$ cat config.mk
export PLATFORM = sky130hd
export DESIGN_NAME = amo_regs
export DESIGN_NICKNAME = d
export VERILOG_FILES = /design/src/hw/amo_pkg.sv /design/src/hw/amo_fuse_loader.sv /design/src/hw/amo_regs.sv
export SDC_FILE = /design/constraint.sdc
export NUM_CORES = 1
export LEC_CHECK = 0
export ABC_AREA = 0
export BUFFER_PORTS_ARGS = -buffer_cell sky130_fd_sc_hd__buf_2
export CAP_MARGIN = 10
export CORE_MARGIN = 8
export CORE_UTILIZATION = 45
export CTS_CLUSTER_SIZE = 8
export DETAILED_ROUTE_END_ITERATION = 8
export PLACE_DENSITY = 0.8
export SETUP_SLACK_MARGIN = 0.3
export SYNTH_ARGS = -nofsm -noshare
export SYNTH_HDL_FRONTEND = slang
export SYNTH_SLANG_ARGS = --single-unit
$ cat constraint.sdc
create_clock -name CLK -period 5.3 [get_ports CLK]
set_input_delay 1.59 -clock CLK [delete_from_list [all_inputs] [get_ports CLK]]
set_output_delay 1.59 -clock CLK [all_outputs]
set_load 0.01 [all_outputs]
$ cat src/hw/amo_pkg.sv
package amo_pkg;

  localparam int ADDR_W = 12;
  localparam int IDX_W  = ADDR_W - 2;
  localparam int DATA_W = 32;
  localparam int LANES  = 8;
  localparam int TRIMS  = 3;
  localparam int TRIM_W = 12;
  localparam int REG_W  = 16;

  // register indices; byte address is four times the index
  localparam logic [IDX_W-1:0] IDX_ALARM_SUMMARY = 10'h2c0;
  localparam logic [IDX_W-1:0] IDX_ALARM_STATUS  = 10'h2c1;
  localparam logic [IDX_W-1:0] IDX_ALARM_MASK    = 10'h2c2;
  localparam logic [IDX_W-1:0] IDX_LANE_FIFO     = 10'h2c4;
  localparam logic [IDX_W-1:0] IDX_CORE0_TRIM    = 10'h330;
  localparam logic [IDX_W-1:0] IDX_CORE1_TRIM    = 10'h332;
  localparam logic [IDX_W-1:0] IDX_CORE2A_TRIM   = 10'h334;
  localparam logic [IDX_W-1:0] IDX_CAL_CTRL      = 10'h340;
  localparam logic [IDX_W-1:0] IDX_CAL_STATUS    = 10'h341;

  // alarm status and mask field positions
  localparam int BIT_FIFO     = 5;
  localparam int BIT_PLL      = 4;
  localparam int BIT_LINK     = 3;
  localparam int BIT_REALIGN  = 2;
  localparam int BIT_RSVD_ONE = 1;
  localparam int BIT_DIVIDER  = 0;

  // calibration control and status field positions
  localparam int BIT_OFFSET_CAL_ENABLE   = 0;
  localparam int BIT_BACKGROUND_CAL_ENABLE   = 1;
  localparam int BIT_BACKGROUND_OFFSET_CAL_ENABLE = 2;
  localparam int BIT_FOREGROUND_CAL_DONE  = 0;
  localparam int BIT_CAL_BUSY = 1;
  localparam int BIT_CLASH    = 2;
  localparam int BIT_LOADED   = 3;

  localparam logic [7:0]        MASK_RESET     = 8'h3f;
  localparam logic [5:0]        STATUS_RESET   = 6'h3f;
  localparam logic [5:0]        SUMMARY_BITS   = 6'h3d;
  localparam logic [7:0]        LANE_RESET     = 8'hff;
  localparam logic [REG_W-1:0]  TRIM_RESET     = 16'h0000;
  localparam logic [2:0]        CAL_CTRL_RESET = 3'h0;
  localparam logic [3:0]        RSVD_TRIM      = 4'h0;

  localparam logic [1:0] RESP_OKAY   = 2'h0;
  localparam logic [1:0] RESP_SLVERR = 2'h2;

  typedef logic [TRIMS-1:0][TRIM_W-1:0] amo_trim_t;

  typedef struct packed {
    logic              awvalid;
    logic [ADDR_W-1:0] awaddr;
    logic              wvalid;
    logic [DATA_W-1:0] wdata;
    logic [3:0]        wstrb;
    logic              bready;
    logic              arvalid;
    logic [ADDR_W-1:0] araddr;
    logic              rready;
  } amo_axi_req_s;

  typedef struct packed {
    logic              awready;
    logic              wready;
    logic              bvalid;
    logic [1:0]        bresp;
    logic              arready;
    logic              rvalid;
    logic [DATA_W-1:0] rdata;
    logic [1:0]        rresp;
  } amo_axi_rsp_s;

  typedef struct packed {
    logic [LANES-1:0] lane_fifo_fault;
    logic [LANES-1:0] lane_active;
    logic             pll_unlock;
    logic             link_down;
    logic             realign;
    logic             divider_mismatch;
  } amo_fault_s;

  typedef struct packed {
    logic              offset_cal_busy;
    logic              foreground_cal_done;
    logic [TRIMS-1:0]  trim_we;
    logic [TRIM_W-1:0] trim_value;
  } amo_cal_s;

  typedef enum logic [2:0] {
    LD_WAIT = 3'b001,
    LD_LOAD = 3'b010,
    LD_DONE = 3'b100
  } amo_load_e;

endpackage

$ cat src/hw/amo_fuse_loader.sv
`timescale 1ns/1ns
module amo_fuse_loader (
  input  wire logic clk,
  input  wire logic reset_n,
  input  wire logic fuse_ready,
  output logic      load,
  output logic      loaded
);
  import amo_pkg::*;

  typedef struct packed {
    amo_load_e st;
  } amo_loader_s;

  amo_loader_s cur;
  amo_loader_s next_cur;

  // one load per reset: later fuse_ready edges are ignored
  always_comb begin
    next_cur = cur;
    unique case (cur.st)
      LD_WAIT: begin
        if (fuse_ready) begin
          next_cur.st = LD_LOAD;
        end
      end
      LD_LOAD: begin
        next_cur.st = LD_DONE;
      end
      LD_DONE: begin
        next_cur.st = LD_DONE;
      end
      default: begin
        next_cur.st = LD_WAIT;
      end
    endcase
  end

  always_ff @(posedge clk or negedge reset_n) begin
    if (!reset_n) begin
      cur.st <= LD_WAIT;
    end else begin
      cur <= next_cur;
    end
  end

  assign load   = (cur.st == LD_LOAD);
  assign loaded = (cur.st == LD_DONE);

endmodule

$ cat src/hw/amo_regs.sv
`timescale 1ns/1ns
module amo_regs (
  input  wire logic                  CLK,
  input  wire logic                  RESET_N,
  input  wire amo_pkg::amo_axi_req_s AXI_REQ,
  output amo_pkg::amo_axi_rsp_s      AXI_RSP,
  input  wire amo_pkg::amo_fault_s   FAULT_IN,
  input  wire amo_pkg::amo_cal_s     CAL_IN,
  input  wire logic                  FUSE_READY,
  input  wire amo_pkg::amo_trim_t    FUSE_TRIM,
  output amo_pkg::amo_trim_t         CORE_TRIM,
  output logic                       ALARM_SUMMARY,
  output logic                       OFFSET_CAL_EN,
  output logic                       BG_CAL_EN,
  output logic                       BG_OFFSET_CAL_EN,
  output logic                       SPARE_FG_OFFSET_CAL_EN,
  output logic                       TRIM_ACCESS_OK
);
  import amo_pkg::*;

  typedef struct packed {
    logic                          aw_held;
    logic [IDX_W-1:0]              aw_idx;
    logic                          w_held;
    logic [DATA_W-1:0]             wdata;
    logic [3:0]                    wstrb;
    logic                          bvalid;
    logic [1:0]                    bresp;
    logic                          rvalid;
    logic [DATA_W-1:0]             rdata;
    logic [1:0]                    rresp;
    logic [7:0]                    mask;
    logic [5:0]                    status;
    logic [LANES-1:0]              lane;
    logic [TRIMS-1:0][REG_W-1:0]   trim;
    logic [2:0]                    cal_ctrl;
    logic                          clash;
    logic [1:0]                    fuse_sync;
  } amo_state_s;

  amo_state_s cur;
  amo_state_s next_cur;

  logic                fuse_load;
  logic                fuse_loaded;
  logic [IDX_W-1:0]    ar_idx;
  logic                aw_take;
  logic                w_take;
  logic                ar_take;
  logic                wr_commit;
  logic [5:0]          status_set;
  logic                fifo_event;
  logic                summary;
  logic                restricted;
  logic                wr_is_trim;
  logic                rd_is_trim;
  logic [DATA_W-1:0]   rd_value;
  logic                rd_hit;
  logic                wr_hit;
  logic [REG_W-1:0]    wr_bytemask;
  logic                offset_cal_enable;
  logic                background_cal_enable;
  logic                background_offset_cal_enable;
  logic [TRIMS-1:0]    wr_trim_sel;
  logic [TRIMS-1:0]    rd_trim_sel;

  localparam logic [TRIMS-1:0][IDX_W-1:0] TRIM_IDX = {IDX_CORE2A_TRIM, IDX_CORE1_TRIM, IDX_CORE0_TRIM};

  // trims reload from fuses only after a full reset
  amo_fuse_loader u_fuse_loader (
    .clk        (CLK),
    .reset_n    (RESET_N),
    .fuse_ready (cur.fuse_sync[1]),
    .load       (fuse_load),
    .loaded     (fuse_loaded)
  );

  assign offset_cal_enable   = cur.cal_ctrl[BIT_OFFSET_CAL_ENABLE];
  assign background_cal_enable   = cur.cal_ctrl[BIT_BACKGROUND_CAL_ENABLE];
  assign background_offset_cal_enable = cur.cal_ctrl[BIT_BACKGROUND_OFFSET_CAL_ENABLE];

  // bus handshakes; a pending response blocks new writes, a pending read new reads
  assign aw_take   = AXI_REQ.awvalid && !cur.aw_held && !cur.bvalid;
  assign w_take    = AXI_REQ.wvalid && !cur.w_held && !cur.bvalid;
  assign ar_take   = AXI_REQ.arvalid && !cur.rvalid;
  assign wr_commit = cur.aw_held && cur.w_held && !cur.bvalid;
  assign ar_idx    = AXI_REQ.araddr[ADDR_W-1:2];

  assign wr_bytemask = {{8{cur.wstrb[1]}}, {8{cur.wstrb[0]}}};

  // fault sources, level sensitive: a held fault keeps re-setting its bit
  assign fifo_event = |(FAULT_IN.lane_fifo_fault & FAULT_IN.lane_active);

  always_comb begin
    status_set               = 6'h00;
    status_set[BIT_FIFO]     = fifo_event;
    status_set[BIT_PLL]      = FAULT_IN.pll_unlock;
    status_set[BIT_LINK]     = FAULT_IN.link_down;
    status_set[BIT_REALIGN]  = FAULT_IN.realign;
    status_set[BIT_DIVIDER]  = FAULT_IN.divider_mismatch;
  end

  // reserved bit 1 never feeds the summary even though it resets high
  assign summary = |(cur.status & ~cur.mask[5:0] & SUMMARY_BITS);

  // windows in which the calibration engine may be rewriting the trims
  always_comb begin
    restricted = CAL_IN.offset_cal_busy;
    if (offset_cal_enable && (!background_cal_enable || !background_offset_cal_enable) && !CAL_IN.foreground_cal_done) begin
      restricted = 1'b1;
    end
    if (background_cal_enable && background_offset_cal_enable) begin
      restricted = 1'b1;
    end
  end

  // a write and a read decoder per trim; the write one feeds the write path, both feed the misuse check
  generate
    for (genvar g = 0; g < TRIMS; g++) begin : g_trim_sel
      assign wr_trim_sel[g] = (cur.aw_idx == TRIM_IDX[g]);
      assign rd_trim_sel[g] = (ar_idx == TRIM_IDX[g]);
    end
  endgenerate

  assign wr_is_trim = |wr_trim_sel;
  assign rd_is_trim = |rd_trim_sel;

  // read mux; unused upper bits read zero, reserved bits read back as stored
  always_comb begin
    rd_value = '0;
    rd_hit   = 1'b1;
    unique case (ar_idx)
      IDX_ALARM_SUMMARY: begin
        rd_value[0] = summary;
      end
      IDX_ALARM_STATUS: begin
        rd_value[5:0] = cur.status;
      end
      IDX_ALARM_MASK: begin
        rd_value[7:0] = cur.mask;
      end
      IDX_LANE_FIFO: begin
        rd_value[LANES-1:0] = cur.lane;
      end
      IDX_CORE0_TRIM: begin
        rd_value[REG_W-1:0] = cur.trim[0];
      end
      IDX_CORE1_TRIM: begin
        rd_value[REG_W-1:0] = cur.trim[1];
      end
      IDX_CORE2A_TRIM: begin
        rd_value[REG_W-1:0] = cur.trim[2];
      end
      IDX_CAL_CTRL: begin
        rd_value[2:0] = cur.cal_ctrl;
      end
      IDX_CAL_STATUS: begin
        rd_value[BIT_FOREGROUND_CAL_DONE]  = CAL_IN.foreground_cal_done;
        rd_value[BIT_CAL_BUSY] = CAL_IN.offset_cal_busy;
        rd_value[BIT_CLASH]    = cur.clash;
        rd_value[BIT_LOADED]   = fuse_loaded;
      end
      default: begin
        rd_hit = 1'b0;
      end
    endcase
  end

  always_comb begin
    unique case (cur.aw_idx)
      IDX_ALARM_SUMMARY, IDX_ALARM_STATUS, IDX_ALARM_MASK, IDX_LANE_FIFO,
      IDX_CORE0_TRIM, IDX_CORE1_TRIM, IDX_CORE2A_TRIM, IDX_CAL_CTRL, IDX_CAL_STATUS: begin
        wr_hit = 1'b1;
      end
      default: begin
        wr_hit = 1'b0;
      end
    endcase
  end

  always_comb begin
    next_cur = cur;

    // fuse strobe comes from another domain; only the second stage is read
    next_cur.fuse_sync = {cur.fuse_sync[0], FUSE_READY};

    // write address and data are captured independently, in either order
    if (aw_take) begin
      next_cur.aw_held = 1'b1;
      next_cur.aw_idx  = AXI_REQ.awaddr[ADDR_W-1:2];
    end
    if (w_take) begin
      next_cur.w_held = 1'b1;
      next_cur.wdata  = AXI_REQ.wdata;
      next_cur.wstrb  = AXI_REQ.wstrb;
    end
    if (cur.bvalid && AXI_REQ.bready) begin
      next_cur.bvalid = 1'b0;
    end
    if (cur.rvalid && AXI_REQ.rready) begin
      next_cur.rvalid = 1'b0;
    end

    // reads have no side effects except flagging a clash on a trim read in a restricted window
    if (ar_take) begin
      next_cur.rvalid = 1'b1;
      next_cur.rdata  = rd_value;
      next_cur.rresp  = rd_hit ? RESP_OKAY : RESP_SLVERR;
    end

    // software clears first; hardware sets below win in the same cycle
    if (wr_commit) begin
      next_cur.aw_held = 1'b0;
      next_cur.w_held  = 1'b0;
      next_cur.bvalid  = 1'b1;
      next_cur.bresp   = wr_hit ? RESP_OKAY : RESP_SLVERR;
      if (cur.wstrb[0]) begin
        unique case (cur.aw_idx)
          IDX_ALARM_MASK: begin
            next_cur.mask = cur.wdata[7:0];
          end
          IDX_ALARM_STATUS: begin
            next_cur.status = cur.status & ~cur.wdata[5:0];
            if (cur.wdata[BIT_FIFO]) begin
              next_cur.lane = '0;
            end
          end
          IDX_LANE_FIFO: begin
            next_cur.lane = cur.lane & ~cur.wdata[LANES-1:0];
          end
          IDX_CAL_CTRL: begin
            next_cur.cal_ctrl = cur.wdata[2:0];
          end
          IDX_CAL_STATUS: begin
            if (cur.wdata[BIT_CLASH]) begin
              next_cur.clash = 1'b0;
            end
          end
          default: begin
          end
        endcase
      end
      // trims take byte lanes 0 and 1; reserved 15:12 stored as written
      for (int i = 0; i < TRIMS; i++) begin
        if (wr_trim_sel[i]) begin
          next_cur.trim[i] = (cur.trim[i] & ~wr_bytemask) | (cur.wdata[REG_W-1:0] & wr_bytemask);
        end
      end
    end

    // calibration engine results override software in the same cycle
    for (int i = 0; i < TRIMS; i++) begin
      if (CAL_IN.trim_we[i]) begin
        next_cur.trim[i] = {RSVD_TRIM, CAL_IN.trim_value};
      end
      if (fuse_load) begin
        next_cur.trim[i] = {RSVD_TRIM, FUSE_TRIM[i]};
      end
    end

    // hardware sets win over a simultaneous write-one clear
    next_cur.status = next_cur.status | status_set;
    next_cur.lane   = next_cur.lane | FAULT_IN.lane_fifo_fault;

    // misuse is only flagged; the access itself still goes through
    // blocking it would hide the software fault instead of recording it
    if ((wr_commit && wr_is_trim) || (ar_take && rd_is_trim)) begin
      if (restricted) begin
        next_cur.clash = 1'b1;
      end
    end
  end

  always_ff @(posedge CLK or negedge RESET_N) begin
    if (!RESET_N) begin
      cur.aw_held  <= 1'b0;
      cur.aw_idx   <= '0;
      cur.w_held   <= 1'b0;
      cur.wdata    <= '0;
      cur.wstrb    <= 4'h0;
      cur.bvalid   <= 1'b0;
      cur.bresp    <= RESP_OKAY;
      cur.rvalid   <= 1'b0;
      cur.rdata    <= '0;
      cur.rresp    <= RESP_OKAY;
      cur.mask     <= MASK_RESET;
      cur.status   <= STATUS_RESET;
      cur.lane     <= LANE_RESET;
      cur.trim     <= {TRIMS{TRIM_RESET}};
      cur.cal_ctrl <= CAL_CTRL_RESET;
      cur.clash    <= 1'b0;
      cur.fuse_sync <= 2'h0;
    end else begin
      cur <= next_cur;
    end
  end

  always_comb begin
    AXI_RSP         = '0;
    AXI_RSP.awready = !cur.aw_held && !cur.bvalid;
    AXI_RSP.wready  = !cur.w_held && !cur.bvalid;
    AXI_RSP.bvalid  = cur.bvalid;
    AXI_RSP.bresp   = cur.bresp;
    AXI_RSP.arready = !cur.rvalid;
    AXI_RSP.rvalid  = cur.rvalid;
    AXI_RSP.rdata   = cur.rdata;
    AXI_RSP.rresp   = cur.rresp;
  end

  generate
    for (genvar g = 0; g < TRIMS; g++) begin : g_trim_out
      assign CORE_TRIM[g] = cur.trim[g][TRIM_W-1:0];
    end
  endgenerate

  assign ALARM_SUMMARY    = summary;
  assign OFFSET_CAL_EN    = offset_cal_enable;
  assign BG_CAL_EN        = background_cal_enable;
  assign BG_OFFSET_CAL_EN = background_cal_enable && background_offset_cal_enable && offset_cal_enable;
  // spare cores still get offset work in the foreground pass
  assign SPARE_FG_OFFSET_CAL_EN = background_cal_enable && offset_cal_enable && !background_offset_cal_enable;
  assign TRIM_ACCESS_OK         = !restricted;

endmodule

==> reports/results.txt <==
Status: finished clean
Vias per inst: 6.01
Yosys warns: 0
Setup_tns: 0 ns
CP peak stage delay: 0.41 ns
Die X: 142 µm
Pins Over Slew Limit: 0
Worst slack at placement: 1.34 ns
Vias after detailed routing: 6090
Minimum period implied by the final worst setup slack: 3.95 ns
Global-route wire length before repair: 35200 µm
CTS max path bufs: 2
CTS H-tree depth: 4
Synth-to-Final Area Change: 16.7%
Leakage: 3.81 nW
HPWL Detailed: 17200 µm
Clk slew on worst S/H paths: 0.06 ns
Critical Path RT: 3.71 ns
Critical path class: in -> out
PortBufs: 183
Crit-path slowest cell: a221oi_1
Post-Place Cell Area: 7750 µm²
Synthesized instance count: 671
Setup ws final: 1.35 ns
Mean Syn Cell Area: 10.7 µm²
GRT Resource Usage Total: 22.9%
Final setup violating endpoints: 0
Total CTS buffers: 17
Clock Latency Late Sink: 0.43 ns
Reg area: 3250 µm²
Clk_skew: 0.00932 ns
Post-route ant nets: 0
Worst path top cell family by delay: compound AO/OA/AOI/OAI gates
PD cells: 453 nW/µm²
EDFF count, synth: 0
FP Rows: 46
Hold-fix buffers at CTS: 0
Cell Area, Synth: 7180 µm²
Top FF cell, synth: dfrtp_1
CTS resizes: 0
Hold WC Path Type: reg -> reg
Worst path arrival time: 2.36 ns
Final wirelength: 23200 µm
Peak VDD IR: 0.244 mV
Peak Freq: 253 MHz
Critical path cell sequence: buf_2 -> inv_1 -> a221oi_1 -> buf_2
Worst setup EP type: output port
Cell variety after synth: 72
Initial DRC Count: 638
Initial antenna violation count: 1
Critical Path Most Common Cell: buf_2
Pre-Repair DR Iteration Count: 6
Max-Cap Viols: 0
Initial Util: 45.6%
GRT Residual Overflow: 0
Most frequent cells in the layout: 182 x buf_2, 108 x dfrtp_1, 40 x a221oi_1, 37 x nand2_1, 36 x mux2_2
Post-Layout Inst Area: 8390 µm²
Most common cell after layout, fill and taps aside: buf_2
Post-CTS setup buffers: 0
Slew headroom: 22.7%
Worst Path Max Fanout: 2
Worst Path Buf+Inv: 3
Boundary pin count: 224
Synth async-reset ratio: 100%
Seq cells post-synth: 129
RSZ-0062 raised after global routing: false
Post-synthesis sequential area ratio: 45.3%
GPL Wtd Cong: 0.899
Full die area: 20300 µm²
Nets@finish: 923
Share of cells above drive strength 1: 38.7%
CTS tree: done
Fillcell total: 1417
Clock sinks: 129
Core area: 15800 µm²
Largest net degree at the start of global routing: 47
Post-DR wirelength/cell: 22.9 µm
Vias in the first global route: 5988
Multi-input logic area: 3220 µm²
Root buf cell: clkbuf_16
Total power: 3.80 mW
Nature of the critical path startpoint: input pin
Tcrit/Tclk final: 74.5%
Die height: 142 µm
Number of remaining DRC errors: 0
Final Hold Viols: 0
Worst slew pin tran: 1.16 ns
cell families (layout without fill, tap and decap cells):
kind of cell           Yosys count  count (layout)  share of synthesized area, %
buffers and inverters          125             232                          10.9
AO/OA/AOI/OAI                  195             195                          20.8
multiplexers                    48              48                          7.33
flip-flops                     129             129                          45.3
other                            1              20                        0.0522
XOR/XNOR                         1               1                         0.122
AND/OR/NAND/NOR                172             172                          15.5
synth_stat cells, types with 3 or more instances:
library cell	instances	area share, %
a32o_1	7	0.98
nor4b_1	3	0.37
o21ai_0	22	1.5
a22oi_1	6	0.63
and3_1	32	2.8
a32oi_1	3	0.37
a211o_1	3	0.37
a222oi_1	11	1.5
nand3_1	7	0.49
a21oi_1	16	1.1
buf_4	77	8.0
buf_2	12	0.84
nand2b_1	5	0.44
or2_2	4	0.35
nor3_1	6	0.42
dfrtp_1	108	38
o221ai_1	3	0.37
nor4_1	3	0.26
mux2i_1	11	1.5
a211oi_1	3	0.31
inv_1	11	0.57
a31oi_1	4	0.35
mux2_2	36	5.6
a21o_1	18	1.9
dfstp_2	21	7.7
nand3b_1	8	0.84
clkbuf_1	22	1.1
a221oi_1	40	4.9
nor3_4	3	0.68
a22o_1	6	0.73
o2bb2ai_1	24	2.9
nand2_1	37	1.9
nor4_2	4	0.70
nor2_1	30	1.6
o21ai_1	15	1.0
path summary, 6_finish.rpt:
kind	end	slack, ns	depth (start not counted)	start
max	TRIM_ACCESS_OK	1.35	4	CAL_IN[15]
max in group asynchronous	cur[151]$_DFFE_PN0P_	3.17	2	RESET_N
max reg2reg	cur[18]$_DFFE_PN0P_	2.56	6	cur[161]$_DFFE_PN0P_
min in group asynchronous	CORE_TRIM[35]$_DFFE_PN0P_	1.15	1	RESET_N
min reg2reg	cur[1]$_DFF_PN0_	0.35	0	cur[0]$_DFF_PN0_
min	cur[1]$_DFF_PN0_	0.35	0	cur[0]$_DFF_PN0_
worst register-to-register path, delay by kind of cell (launching register included):
family / cells / cell delay (ns)
and+or+nand+nor: 2 / 0.60
AOI/OAI and AO/OA: 3 / 1.45
buffers and inverters: 1 / 0.22
DFF: 1 / 0.43
per-stage QoR:
step	utilization [%]	hold slack, ns	std cells
2_1_floorplan	-	0.331	688
3_3_place_gp	49.2	0.344	979
3_5_place_dp	49.2	0.352	979
4_1_cts	53.1	0.355	1011
5_1_grt	53.2	0.373	1012
6_report	53.2	0.354	1013
layer usage:
metal	vias up	GRT usage (%)	wire [µm]
li1	2700	-	-
met3	43	6.51	2400
met2	357	33.5	10300
met4	0	9.28	610
met1	2990	31.3	9920
met5	-	0	0
area by class of cell:
type | count | area share [%]
clock buffer | 19 | 5.40
timing repair buffer | 189 | 11.5
tap | 216 | 3.22
inverter | 11 | 0.492
antenna | 2 | 0.0597
multi-input combinational | 434 | 38.4
clock inverter | 13 | 2.09
sequential | 129 | 38.8
state kept, by name, summed over array words and instances, names as in the netlist:
register,cells
AXI_RSP,20
OFFSET_CAL_EN,1
u_fuse_loader.cur,3
BG_CAL_EN,1
cur,67
background_offset_cal_enable,1
CORE_TRIM,36
power by group:
part	switching, mW	internal, mW
clock network	0.475	0.773
registers	0.363	1.23
logic	0.526	0.426
Note: power is estimated with default switching activity, not from simulation.
